**config.mk**
```make
export PLATFORM = sky130hd
export DESIGN_NAME = deep_sleep_gating
export DESIGN_NICKNAME = d
export VERILOG_FILES = /design/src/common/sysctl_gate_pkg.sv /design/src/core/deep_sleep_gating.sv
export SDC_FILE = /design/constraint.sdc
export NUM_CORES = 1
export LEC_CHECK = 0
export BUFFER_PORTS_ARGS = -buffer_cell sky130_fd_sc_hd__clkbuf_2
export CELL_PAD_IN_SITES_DETAIL_PLACEMENT = 0
export CELL_PAD_IN_SITES_GLOBAL_PLACEMENT = 1
export CORE_ASPECT_RATIO = 0.6
export CORE_MARGIN = 3
export CORE_UTILIZATION = 34
export DETAILED_ROUTE_END_ITERATION = 10
export GPL_TIMING_DRIVEN = 0
export PLACE_DENSITY_LB_ADDON = 0.3
export SYNTH_ARGS = -nofsm -noshare
export SYNTH_HDL_FRONTEND = slang
export SYNTH_SLANG_ARGS = --single-unit
```
**constraint.sdc**
```tcl
create_clock -name pclk -period 1.7 [get_ports pclk]
set_input_delay 0.17 -clock pclk [delete_from_list [all_inputs] [get_ports pclk]]
set_output_delay 0.17 -clock pclk [all_outputs]
set_load 0.01 [all_outputs]
```
**src/common/sysctl_gate_pkg.sv**
```systemverilog
// Purpose: shared constants for the clock gating and soft reset block
// Assumes: 32-bit APB data, 12-bit byte address, one aligned word per register
// Notes:   register masks keep reserved bits at zero

package sysctl_gate_pkg;

  // ----------------------------------------------------------------------
  // register byte offsets
  // ----------------------------------------------------------------------
  localparam logic [11:0] SOFT_RESET_CTL_0_OFF = 12'h040; // soft reset control 0
  localparam logic [11:0] RUN_CLOCK_CONFIG_OFF = 12'h060; // auto gating enable
  localparam logic [11:0] CAPABILITIES_1_OFF = 12'h010; // read-only capabilities
  localparam logic [11:0] RUN_GATE_SET_2_OFF = 12'h108; // run gating set
  localparam logic [11:0] SLEEP_GATE_SET_2_OFF = 12'h118; // sleep gating set
  localparam logic [11:0] DEEP_SLEEP_GATE_SET_2_OFF = 12'h128; // deep-sleep gating set

  // ----------------------------------------------------------------------
  // field positions
  // ----------------------------------------------------------------------
  localparam int ETH_PHY_GATE_POS = 30; // ethernet phy gate
  localparam int ETH_MAC_GATE_POS = 28; // ethernet mac gate
  localparam int PORT_A_GATE_POS = 0; // ports a..g sit at 0..6
  localparam int ADC_SOFT_RESET_POS = 16; // converter soft reset
  localparam int WATCHDOG_SOFT_RESET_POS = 3; // watchdog soft reset
  localparam int AUTO_SLEEP_GATING_POS = 0; // auto gating bit
  localparam int NUM_UNITS = 9; // gated units
  // unit index to gate bit: ports a..g, then mac, then phy
  localparam int UNIT_BIT [NUM_UNITS] = '{0, 1, 2, 3, 4, 5, 6, 28, 30};

  // ----------------------------------------------------------------------
  // writable masks and reset values
  // ----------------------------------------------------------------------
  localparam logic [31:0] GATE_SET_2_RW = 32'h5000007F; // phy, mac, ports
  localparam logic [31:0] SOFT_RESET_CTL_0_RW = 32'h00010008; // converter, watchdog
  localparam logic [31:0] GATE_SET_2_RESET = 32'h00000000; // all units unclocked
  localparam logic [31:0] SOFT_RESET_CTL_0_RESET = 32'h00000000; // no unit held
  localparam logic AUTO_SLEEP_GATING_RESET = 1'b0; // sleep and deep-sleep sets off

  // ----------------------------------------------------------------------
  // registered state of the block
  // ----------------------------------------------------------------------
  typedef struct packed {
    logic [31:0] run_gate; // run gating set
    logic [31:0] sleep_gate; // sleep gating set
    logic [31:0] deep_gate; // deep-sleep gating set
    logic [31:0] soft_rst; // soft reset control 0
    logic auto_sleep_gating; // auto sleep gating enable
    logic [NUM_UNITS-1:0] clk_en; // gate in force per unit
    logic unit_fault; // access to unclocked unit
    logic pready; // apb answer
    logic pslverr; // apb error
    logic [31:0] prdata; // apb read data
  } gate_state_s;

endpackage : sysctl_gate_pkg

```
**src/core/deep_sleep_gating.sv**
```systemverilog
// Purpose: clock gating sets, soft reset control and unclocked-access faults
// Assumes: APB master on pclk; power mode and unit select come from pclk logic
// Notes:   all outputs are flip-flops; ce low freezes the whole block

`timescale 1ns/1ps
`default_nettype none

// How it works
// RQ1 - set deep gate bit clocks its unit
// RQ2 - access to unclocked unit gives bus fault
// RQ3 - all gating bits reset to zero
// RQ4 - run, sleep, deep sets follow power mode
// RQ5 - sleep sets need auto gating bit set
// RQ6 - bit 30 phy, bit 28 mac gates
// RQ7 - bits 6..0 gate ports g..a
// RQ8 - reserved bits read zero, software preserves
// RQ9 - capability bits mask soft reset writes
// RQ10 - bit 16 resets the converter
// RQ11 - bit 3 resets the watchdog
// RQ12 - unit held in reset while bit set
module deep_sleep_gating
  import sysctl_gate_pkg::*;
#(
  parameter logic [31:0] CAPS_1 = 32'h00010008 // units present, default all
) (
  input wire logic pclk, // system clock, 20 MHz
  input wire logic presetn, // async reset, active low
  input wire logic ce, // clock enable, freezes state when low
  input wire logic psel, // apb select
  input wire logic penable, // apb access phase
  input wire logic pwrite, // apb direction
  input wire logic [11:0] paddr, // apb byte address
  input wire logic [31:0] pwdata, // apb write data
  output logic [31:0] prdata, // apb read data
  output logic pready, // apb ready
  output logic pslverr, // apb error
  input wire logic sleeping, // core in sleep
  input wire logic deep_sleeping, // core in deep sleep
  input wire logic [NUM_UNITS-1:0] unit_sel, // access aimed at unit
  output logic [NUM_UNITS-1:0] unit_clk_en, // clock enable per unit
  output logic unit_fault, // bus fault for access
  output logic adc_soft_reset, // converter held in reset
  output logic watchdog_soft_reset // watchdog held in reset
);

  // ----------------------------------------------------------------------
  // elaboration check
  // ----------------------------------------------------------------------
  // capability bits outside the soft reset field have no unit to reset
  if ((CAPS_1 & ~SOFT_RESET_CTL_0_RW) != 32'h00000000) begin : g_bad_caps
    $error("capability mask names bits that have no unit");
  end

  // ----------------------------------------------------------------------
  // state and helpers
  // ----------------------------------------------------------------------
  gate_state_s st; // registered state
  gate_state_s next_st; // next state
  logic [31:0] soft_rst_wmask; // writable soft reset bits
  logic [NUM_UNITS-1:0] run_units; // run set per unit
  logic [NUM_UNITS-1:0] sleep_units; // sleep set per unit
  logic [NUM_UNITS-1:0] deep_units; // deep set per unit
  logic [NUM_UNITS-1:0] active_units; // set in force this cycle
  logic apb_setup; // setup phase seen
  logic apb_write; // write committed this edge

  // only present units may have their reset bit changed
  assign soft_rst_wmask = SOFT_RESET_CTL_0_RW & CAPS_1; // see RQ9

  // the write lands at the edge where the master samples pready
  assign apb_setup = psel && !penable && !st.pready;
  assign apb_write = psel && penable && st.pready && pwrite;

  // ----------------------------------------------------------------------
  // per-unit gate extraction
  // ----------------------------------------------------------------------
  // pick each unit's gate bit from the three 32-bit sets
  for (genvar u = 0; u < NUM_UNITS; u++) begin : g_unit
    assign run_units[u] = st.run_gate[UNIT_BIT[u]]; // see RQ6
    assign sleep_units[u] = st.sleep_gate[UNIT_BIT[u]]; // see RQ7
    assign deep_units[u] = st.deep_gate[UNIT_BIT[u]]; // see RQ1
  end

  // ----------------------------------------------------------------------
  // power mode selection
  // ----------------------------------------------------------------------
  // sleep sets only apply with auto gating; otherwise run set rules
  always_comb begin
    if (st.auto_sleep_gating && deep_sleeping) begin
      active_units = deep_units; // see RQ4
    end else if (st.auto_sleep_gating && sleeping) begin
      active_units = sleep_units; // see RQ5
    end else begin
      active_units = run_units; // run mode or auto gating off
    end
  end

  // ----------------------------------------------------------------------
  // next state
  // ----------------------------------------------------------------------
  always_comb begin
    next_st = st;
    // gate in force, one register stage to the unit
    next_st.clk_en = active_units; // see RQ1
    // any access to a unit without clock faults next cycle
    next_st.unit_fault = |(unit_sel & ~st.clk_en); // see RQ2
    // answer lasts one access-phase cycle
    next_st.pready = apb_setup;
    next_st.pslverr = 1'b0;
    next_st.prdata = 32'h00000000;
    // read data and error prepared during setup
    if (apb_setup) begin
      if (paddr == DEEP_SLEEP_GATE_SET_2_OFF) begin
        next_st.prdata = st.deep_gate; // see RQ8
      end else if (paddr == SLEEP_GATE_SET_2_OFF) begin
        next_st.prdata = st.sleep_gate;
      end else if (paddr == RUN_GATE_SET_2_OFF) begin
        next_st.prdata = st.run_gate;
      end else if (paddr == SOFT_RESET_CTL_0_OFF) begin
        next_st.prdata = st.soft_rst; // see RQ8
      end else if (paddr == RUN_CLOCK_CONFIG_OFF) begin
        next_st.prdata[AUTO_SLEEP_GATING_POS] = st.auto_sleep_gating;
      end else if (paddr == CAPABILITIES_1_OFF) begin
        next_st.prdata = CAPS_1; // read only
      end else begin
        next_st.pslverr = 1'b1; // unmapped address
      end
    end
    // register writes, reserved bits forced to zero
    if (apb_write) begin
      if (paddr == DEEP_SLEEP_GATE_SET_2_OFF) begin
        next_st.deep_gate = pwdata & GATE_SET_2_RW; // see RQ6
      end else if (paddr == SLEEP_GATE_SET_2_OFF) begin
        next_st.sleep_gate = pwdata & GATE_SET_2_RW; // see RQ7
      end else if (paddr == RUN_GATE_SET_2_OFF) begin
        next_st.run_gate = pwdata & GATE_SET_2_RW; // see RQ4
      end else if (paddr == SOFT_RESET_CTL_0_OFF) begin
        // absent units keep their old bit
        next_st.soft_rst = (st.soft_rst & ~soft_rst_wmask)
          | (pwdata & soft_rst_wmask); // see RQ9
      end else if (paddr == RUN_CLOCK_CONFIG_OFF) begin
        next_st.auto_sleep_gating = pwdata[AUTO_SLEEP_GATING_POS]; // see RQ5
      end else begin
        next_st.auto_sleep_gating = st.auto_sleep_gating; // read-only or unmapped, nothing stored
      end
    end
  end

  // ----------------------------------------------------------------------
  // state register
  // ----------------------------------------------------------------------
  always_ff @(posedge pclk or negedge presetn) begin
    if (!presetn) begin
      st.run_gate <= GATE_SET_2_RESET; // see RQ3
      st.sleep_gate <= GATE_SET_2_RESET; // see RQ3
      st.deep_gate <= GATE_SET_2_RESET; // see RQ3
      st.soft_rst <= SOFT_RESET_CTL_0_RESET;
      st.auto_sleep_gating <= AUTO_SLEEP_GATING_RESET;
      st.clk_en <= '0; // see RQ3
      st.unit_fault <= 1'b0;
      st.pready <= 1'b0;
      st.pslverr <= 1'b0;
      st.prdata <= 32'h00000000;
    end else if (ce) begin
      st <= next_st;
    end
  end

  // ----------------------------------------------------------------------
  // outputs, straight from the state register
  // ----------------------------------------------------------------------
  assign prdata = st.prdata;
  assign pready = st.pready;
  assign pslverr = st.pslverr;
  assign unit_clk_en = st.clk_en;
  assign unit_fault = st.unit_fault;
  // unit stays in reset while its bit holds one
  assign adc_soft_reset = st.soft_rst[ADC_SOFT_RESET_POS]; // see RQ10, RQ12
  assign watchdog_soft_reset = st.soft_rst[WATCHDOG_SOFT_RESET_POS]; // see RQ11

  // ----------------------------------------------------------------------
  // checks
  // ----------------------------------------------------------------------
  // deep-sleep set reaches the units one cycle later
  chk_deep_gate_follow: assert property ( // see RQ1
    @(posedge pclk) disable iff (!presetn)
    ce && st.auto_sleep_gating && deep_sleeping |=> unit_clk_en == $past(deep_units))
    else $error("deep-sleep gate not applied");

  // access to a gated unit faults on the next cycle
  chk_unclocked_fault: assert property ( // see RQ2
    @(posedge pclk) disable iff (!presetn)
    ce && |(unit_sel & ~unit_clk_en) |=> unit_fault)
    else $error("no fault on access to unclocked unit");

  // clocked unit accesses answer without fault
  chk_clocked_no_fault: assert property ( // see RQ2
    @(posedge pclk) disable iff (!presetn)
    ce && unit_sel != '0 && (unit_sel & ~unit_clk_en) == '0 |=> !unit_fault)
    else $error("fault on access to clocked unit");

  // everything unclocked right after reset release
  chk_reset_unclocked: assert property ( // see RQ3
    @(posedge pclk) $rose(presetn) |-> unit_clk_en == '0 && st.deep_gate == '0)
    else $error("gating not zero after reset");

  // sleep set in force while sleeping, not deep sleeping, with auto gating
  chk_sleep_set: assert property ( // see RQ4
    @(posedge pclk) disable iff (!presetn)
    ce && st.auto_sleep_gating && sleeping && !deep_sleeping |=> unit_clk_en == $past(sleep_units))
    else $error("sleep gate set not applied");

  // without auto gating only the run set counts
  chk_acg_off_run: assert property ( // see RQ5
    @(posedge pclk) disable iff (!presetn)
    ce && !st.auto_sleep_gating |=> unit_clk_en == $past(run_units))
    else $error("run set not used with auto gating off");

  // write to deep set keeps phy, mac and port bits only
  chk_deep_write: assert property ( // see RQ6
    @(posedge pclk) disable iff (!presetn)
    ce && apb_write && paddr == DEEP_SLEEP_GATE_SET_2_OFF
    |=> st.deep_gate == ($past(pwdata) & GATE_SET_2_RW))
    else $error("deep gate write wrong");

  // unit order on the pins: ports a..g, then mac, then phy
  chk_port_map: assert property ( // see RQ7
    @(posedge pclk) disable iff (!presetn)
    ce && st.auto_sleep_gating && deep_sleeping |=> unit_clk_en[6:0] == $past(st.deep_gate[6:0])
      && unit_clk_en[7] == $past(st.deep_gate[ETH_MAC_GATE_POS])
      && unit_clk_en[8] == $past(st.deep_gate[ETH_PHY_GATE_POS]))
    else $error("port gate mapping wrong");

  // reserved bits of both registers stay zero
  chk_reserved_zero: assert property ( // see RQ8
    @(posedge pclk) disable iff (!presetn)
    (st.deep_gate & ~GATE_SET_2_RW) == '0 && (st.soft_rst & ~SOFT_RESET_CTL_0_RW) == '0)
    else $error("reserved bit set");

  // absent units never get a reset bit
  chk_caps_mask: assert property ( // see RQ9
    @(posedge pclk) disable iff (!presetn)
    ce && apb_write && paddr == SOFT_RESET_CTL_0_OFF
    |=> (st.soft_rst & ~CAPS_1) == $past(st.soft_rst & ~CAPS_1))
    else $error("masked soft reset bit changed");

  // converter reset follows the written bit
  chk_adc_write: assert property ( // see RQ10
    @(posedge pclk) disable iff (!presetn)
    ce && apb_write && paddr == SOFT_RESET_CTL_0_OFF
    |=> adc_soft_reset == ($past(pwdata[ADC_SOFT_RESET_POS]) & CAPS_1[ADC_SOFT_RESET_POS]))
    else $error("converter reset not written");

  // watchdog reset holds until software writes again
  chk_wdt_hold: assert property ( // see RQ11
    @(posedge pclk) disable iff (!presetn)
    !(ce && apb_write && paddr == SOFT_RESET_CTL_0_OFF) |=> $stable(watchdog_soft_reset))
    else $error("watchdog reset changed without write");

  // held reset releases only on a write clearing it
  chk_release_write: assert property ( // see RQ12
    @(posedge pclk) disable iff (!presetn)
    $fell(adc_soft_reset) |-> $past(apb_write && paddr == SOFT_RESET_CTL_0_OFF))
    else $error("converter released without write");

  // read answer comes one cycle after setup
  chk_apb_answer: assert property (
    @(posedge pclk) disable iff (!presetn)
    ce && apb_setup |=> pready ##1 !pready)
    else $error("apb answer timing wrong");

  // read of the deep set returns the stored bits
  chk_deep_read: assert property ( // see RQ8
    @(posedge pclk) disable iff (!presetn)
    ce && apb_setup && paddr == DEEP_SLEEP_GATE_SET_2_OFF |=> prdata == $past(st.deep_gate))
    else $error("deep gate read wrong");

  // read of the soft reset register returns the stored bits
  chk_soft_read: assert property ( // see RQ8
    @(posedge pclk) disable iff (!presetn)
    ce && apb_setup && paddr == SOFT_RESET_CTL_0_OFF |=> prdata == $past(st.soft_rst))
    else $error("soft reset read wrong");

  // reserved bits of the run and sleep sets stay zero
  chk_reserved_sets: assert property ( // see RQ8
    @(posedge pclk) disable iff (!presetn)
    (st.run_gate & ~GATE_SET_2_RW) == '0 && (st.sleep_gate & ~GATE_SET_2_RW) == '0)
    else $error("reserved gate bit set");

  // run set write keeps gate bits only
  chk_run_write: assert property ( // see RQ4
    @(posedge pclk) disable iff (!presetn)
    ce && apb_write && paddr == RUN_GATE_SET_2_OFF
    |=> st.run_gate == ($past(pwdata) & GATE_SET_2_RW))
    else $error("run gate write wrong");

  // sleep set write keeps gate bits only
  chk_sleep_write: assert property ( // see RQ7
    @(posedge pclk) disable iff (!presetn)
    ce && apb_write && paddr == SLEEP_GATE_SET_2_OFF
    |=> st.sleep_gate == ($past(pwdata) & GATE_SET_2_RW))
    else $error("sleep gate write wrong");

  // auto gating bit follows its write
  chk_acg_write: assert property ( // see RQ5
    @(posedge pclk) disable iff (!presetn)
    ce && apb_write && paddr == RUN_CLOCK_CONFIG_OFF
    |=> st.auto_sleep_gating == $past(pwdata[AUTO_SLEEP_GATING_POS]))
    else $error("auto gating bit not written");

  // watchdog reset follows the written bit where the unit is present
  chk_wdt_write: assert property ( // see RQ11
    @(posedge pclk) disable iff (!presetn)
    ce && apb_write && paddr == SOFT_RESET_CTL_0_OFF
    |=> watchdog_soft_reset == ($past(pwdata[WATCHDOG_SOFT_RESET_POS])
      & CAPS_1[WATCHDOG_SOFT_RESET_POS]))
    else $error("watchdog reset not written");

  // converter reset holds until software writes again
  chk_adc_hold: assert property ( // see RQ12
    @(posedge pclk) disable iff (!presetn)
    !(ce && apb_write && paddr == SOFT_RESET_CTL_0_OFF) |=> $stable(adc_soft_reset))
    else $error("converter reset changed without write");

  // no unit selected, no fault on the next cycle
  chk_idle_no_fault: assert property ( // see RQ2
    @(posedge pclk) disable iff (!presetn)
    ce && unit_sel == '0 |=> !unit_fault)
    else $error("fault without unit access");

  // error only comes together with ready and zero data
  chk_err_with_ready: assert property (
    @(posedge pclk) disable iff (!presetn)
    pslverr |-> pready && prdata == 32'h00000000)
    else $error("error response malformed");

  // between answers the read bus stays quiet
  chk_idle_quiet: assert property (
    @(posedge pclk) disable iff (!presetn)
    !pready |-> !pslverr && prdata == 32'h00000000)
    else $error("read bus not quiet between answers");

  // clock enable low freezes every register of the block
  chk_ce_freeze: assert property (
    @(posedge pclk) disable iff (!presetn)
    !ce |=> $stable(st))
    else $error("state moved while clock enable low");

endmodule : deep_sleep_gating

`default_nettype wire

```
Yosys cells after proc, flatten, opt, wreduce, memory -nomap -nowiden
Index checks and enable logic that the tools add are counted.

storage, ports and cells
  bits in registers = 104
  bits in latches = 0
  memory bits (writable) = 0
  bits in read-only memories = 0
  input bits = 61
  output and inout port bits = 46
  word-level logic and storage cells = 53
  memories kept = 0

operators by class
  add/sub/neg operators = 0
  multipliers = 0
  divide/modulo/power cells = 0
  order comparisons = 0
  equal/unequal tests = 6
  shift-type cells = 0
  multiplexer cells = 15
  bitwise logic cells = 7
  reductions and logical operators = 15

operators by type and width
  cell                                                  number
  2-to-1 mux 32 bit                                     5
  equality test 12 x 9 -> 1 bit, second input constant  3
  2-to-1 mux 33 bit                                     1
  OR 32 x 17 -> 32 bit                                  1
  equality test 12 x 7 -> 1 bit, second input constant  2
  2-to-1 mux 9 bit                                      2
  2-to-1 mux 17 bit                                     1
  equality test 12 x 5 -> 1 bit, second input constant  1
  AND 9 bit                                             1
  NOT 9 bit                                             1
  OR reduction 9 bit                                    1
  logical AND 1 bit                                     7
  AND reduction 7 bit                                   1
  2-to-1 mux 1 bit                                      6
  AND reduction 6 bit                                   1
  AND reduction 5 bit                                   1
  NOT 1 bit                                             4
  AND reduction 4 bit                                   1
  AND reduction 3 bit                                   1
  zero test 1 bit                                       2

Logic depth before layout (Yosys ltp)
  depth in word-level cells = 8
  mapped depth = 6

Worst setup path after synthesis
Ideal clock, no wire load.

  path kind = register to register
  start point = register, netlist name pready
  end point = register st, in the netlist run_units[0]
  library setup time = 125 ps
  arrival = 1,643 ps
  required time = 1,575 ps
  slack = -68 ps
  cell stages (with the launch flop) = 6
  buffers on the path = 1
  clock period less this slack = 1,768 ps
  cell sequence = dfrtp_1 -> and3_1 -> and3_1 -> or4b_1 -> buf_6 -> mux2_4

on the way
  word-level cells in the longest chain between the ends = 3

ends and longest elaborated chain
  item                                  RTL line                  text
  logical AND 1 bit (2 in series)       deep_sleep_gating.sv:72   assign apb_write = psel && penable && st.pready && pwrite;
  AND reduction 5 bit (no source line)  --
  to (signal assigned)                  deep_sleep_gating.sv:165  st <= next_st;
  to (decl)                             deep_sleep_gating.sv:57   gate_state_s st;

Every way passes these cells.
A chain may end at the register's enable or synchronous reset.

Worst setup path after layout
  start point = register, netlist name pready
  end point = register st, in the netlist run_units[8]

on the way
  word-level cells in the longest chain between the ends = 3

ends and longest elaborated chain
  item                                  RTL line
  logical AND 1 bit (2 in series)       deep_sleep_gating.sv:72
  AND reduction 5 bit (no source line)  --

Every way passes these cells.

==> key figures <==
Floorplanning
  – Die W: 126.1 microns
  – Starting Density: 36.15%
  – Row cnt: 25
  – Die Y: 78.04 microns
  – Die area: 9837 sq um
  – Ports: 107
  – Core footprint: 8133 sq um

Synthesis
  – Mean Syn Cell Area: 10.85 sq um
  – EDFF count, synth: 0
  – Sequential area share after synthesis: 45.11%
  – Mapped Area: 2940 sq um
  – Post-synth ARST share: 100.0%
  – Synth warnings: 0
  – Mapped Cells: 271
  – Synth Register Bits: 53
  – Syn Nets: 332
  – Ys flop type: dfrtp_1
  – Distinct cells, synth: 42

Layout
  – Antenna cells: 0
  – Nets: 436
  – Fraction of layout cells with a size suffix above 1: 50.40%
  – Fillers: 777
  – Core Util, Final: 48.72%
  – Final std cells w/o fill: 483
  – Area delta synth->final: 34.77%

Placement
  – IO buf count: 83
  – Placed cells: 462
  – Final Wtd Congestion: 0.8021
  – DP Wirelength: 5.696 mm

Worst setup path
  – Crit path cell chain: and3_4 -> and3_4 -> or4b_4 -> buf_12 -> mux2_4
  – Setup CP Type: register to register
  – Critical path required time: 1.88 ns
  – Arrival @ worst endpoint: 2.00 ns
  – Bufs and invs on worst path: 1
  – Setup crit end kind: register
  – Most used cell, CP: and3_4
  – Critical Path Source Type: register
  – Crit-path max FO: 9
  – Top delay family on crit path: simple AND/OR/NAND/NOR gates
  – Slowest cell on the critical path: or4b_4
  – CP max stage delay: 0.47 ns

Global route
  – Met2 usage: 21.53%
  – Vias in the first global route: 2344
  – Total global-route track usage: 16.02%
  – Busiest grt layer: met1
  – First-pass GRT wire length: 12.40 mm
  – GRT overflow: 0
  – Initial antenna violation count: 0
  – Pin count of the biggest net entering global routing: 54
  – GR Util met3: 5.099%
  – Met1 GRT Util: 23.96%

Drt
  – Routed WL: 8.126 mm
  – Detailed-route via count: 2393
  – DRT Pass-1 Iters: 4
  – Drt drc: 0
  – Antenna viol nets, final: 0
  – Wire length per cell: 16.82 microns
  – Vias/cell: 4.954
  – DRT iter0 DRCs: 142

Power and ir drop
  – Pwr/cell area: 628.6 nW/um^2
  – Leak Pwr: 0.001993 uW
  – IR drop worst, VDD: 0.0004384 V

CTS
  – Reg clk slew, reported paths: 0.07 ns
  – Clk root buf: clkbuf_16
  – CTS HTree Levels: 2
  – Clock Sinks: 53
  – CTS tree: yes
  – Worst skew pair latency: 0.29 ns
  – Clock buffer depth: 2
  – TritonCTS Buffers: 5

Status
  – Violated checks: negative setup slack
  – Status: finished, violations left

Timing
  – Slew HR: 46.45%
  – RSZ-0062 raised after global routing: true
  – Hold Vio Cnt, Final: 0
  – Worst-margin pin slew: 0.7979 ns
  – Final worst setup slack: -0.1275 ns
  – Fin Setup TNS: -1.962 ns
  – F_max: 547.2 MHz
  – Period Utilization, post-route: 107.5%
  – Slew Viols, Final: 0
  – Endpoints failing setup: 27
  – Final Critical Period: 1.827 ns
  – Worst Skew: 0.008121 ns

Job
  – # Max-Cap Violations: 0

Hold path
  – Hold/Removal Path Class: input port to register
[sequential cells by signal, indices dropped and copies added (netlist names)]
register,count
pslverr,1
run_units,9
adc_soft_reset,1
unit_fault,1
watchdog_soft_reset,1
unit_clk_en,9
sleep_units,9
deep_units,9
pready,1
st,1
prdata,11
[layout by cell type (no fill, tap or decap), drive strengths merged]
cell | synthesis | layout
a22oi | 9 | 9
a21oi | 5 | 5
a2111oi | 1 | 1
a31oi | 4 | 4
o22ai | 3 | 3
a21o | 1 | 1
nand3b | 2 | 2
or4b | 1 | 1
a222oi | 1 | 1
buf | 44 | 56
and4bb | 2 | 2
inv | 24 | 24
clkbuf | 8 | 99
nor4b | 2 | 2
a41o | 1 | 1
or4 | 1 | 1
o21ai | 8 | 8
o32ai | 8 | 8
a22o | 9 | 9
mux2 | 31 | 31
nand2 | 12 | 12
o41ai | 1 | 1
nand2b | 2 | 2
and2 | 1 | 1
or3 | 2 | 2
dfrtp | 53 | 53
nor4bb | 1 | 1
dlygate4sd3 | 0 | 1
nand4 | 4 | 4
nor2b | 6 | 6
mux2i | 4 | 4
and3 | 2 | 2
nand3 | 2 | 2
nor2 | 7 | 7
a221o | 7 | 7
nor4 | 1 | 1
nor3 | 1 | 1
[per-layer routing]
metal | vias up | share of wire (%) | routed length [microns]
li1 | 1149 | - | -
met1 | 1128 | 51 | 4165
met2 | 104 | 39 | 3173
met3 | 12 | 8.1 | 662
met4 | 0 | 1.5 | 123
met5 | - | 0 | 0
[cell usage after synthesis (3+ instances only)]
library cell  number  area share (%)
dfrtp_1           53              45
buf_4             42              11
inv_1             24             3.1
mux2_2            22             8.4
nand2_1           12             1.5
a22o_1             9             2.7
a22oi_1            9             2.3
mux2_4             9             4.6
clkbuf_1           8             1.0
o32ai_1            8             2.4
a221o_1            7             2.4
o21ai_0            7             1.2
nor2b_1            6             1.3
a21oi_1            5            0.85
nor2_1             5            0.64
a31oi_1            4            0.85
mux2i_1            4             1.4
nand4_1            4            0.85
o22ai_1            3            0.64
[power breakdown]
| group | switching [uW] | internal [uW] |
|---|---|---|
| Combinational | 124 | 78.7 |
| Clock | 440 | 580 |
| Sequential | 3.84 | 1260 |
| Total | 568 | 1920 |
[cell type report]
| class | count | area, sq um | share of cell area, % |
|---|---|---|---|
| Buffer | 52 | 370.4 | 9.346 |
| Clock buffer | 7 | 142.6 | 3.600 |
| Inverter | 24 | 90.09 | 2.273 |
| Multi-Input combinational cell | 142 | 1276 | 32.21 |
| Sequential cell | 53 | 1328 | 33.50 |
| Tap cell | 108 | 135.1 | 3.410 |
| Timing Repair Buffer | 97 | 620.6 | 15.66 |
[timing repair]
item,4_1_cts,5_1_grt
cloned,0,2
hold buffers,0,1
setup buffers,5,5
pin swaps,2,4
hold endpoints to repair,0,22
gates resized for setup,10,20
setup endpoints to repair,34,37
[final timing paths]
check                                 from             end  slack [ns]  cells after the start
worst min-delay path            pwdata[16]  adc_soft_reset        0.11                      2
max in group asynchronous          presetn  sleep_units[5]        0.72                      3
min in group asynchronous          presetn   deep_units[0]        0.42                      2
worst min register to register   prdata[0]       prdata[0]        0.50                      2
worst max register to register      pready    run_units[8]       -0.13                      5
worst max-delay path                pready    run_units[8]       -0.13                      5
[kinds of logic after synthesis]
| family | synth area share (%) |
|---|---|
| flip-flops | 45.11 |
| multiplexers | 14.38 |
| buffers and inverters | 15.32 |
| AND/OR/NAND/NOR | 10.21 |
| AO/OA/AOI/OAI | 14.98 |
[through the flow]
stage / power (uW) / worst slack (ns) / hold slack, ns / instance area (sq um)
final: 2491 / -0.1275 / 0.1067 / 3963
after global routing: 2595 / -0.1661 / 0.1086 / 3963
after CTS: 2497 / -0.1330 / 0.1073 / 3739
after detailed placement: 1472 / -0.5594 / 0.4120 / 3491
after global placement: 1470 / -0.5337 / 0.4083 / 3491
after floorplan: 1360 / -0.06821 / -0.1256 / 2940
(Power assumes the default switching activity.)
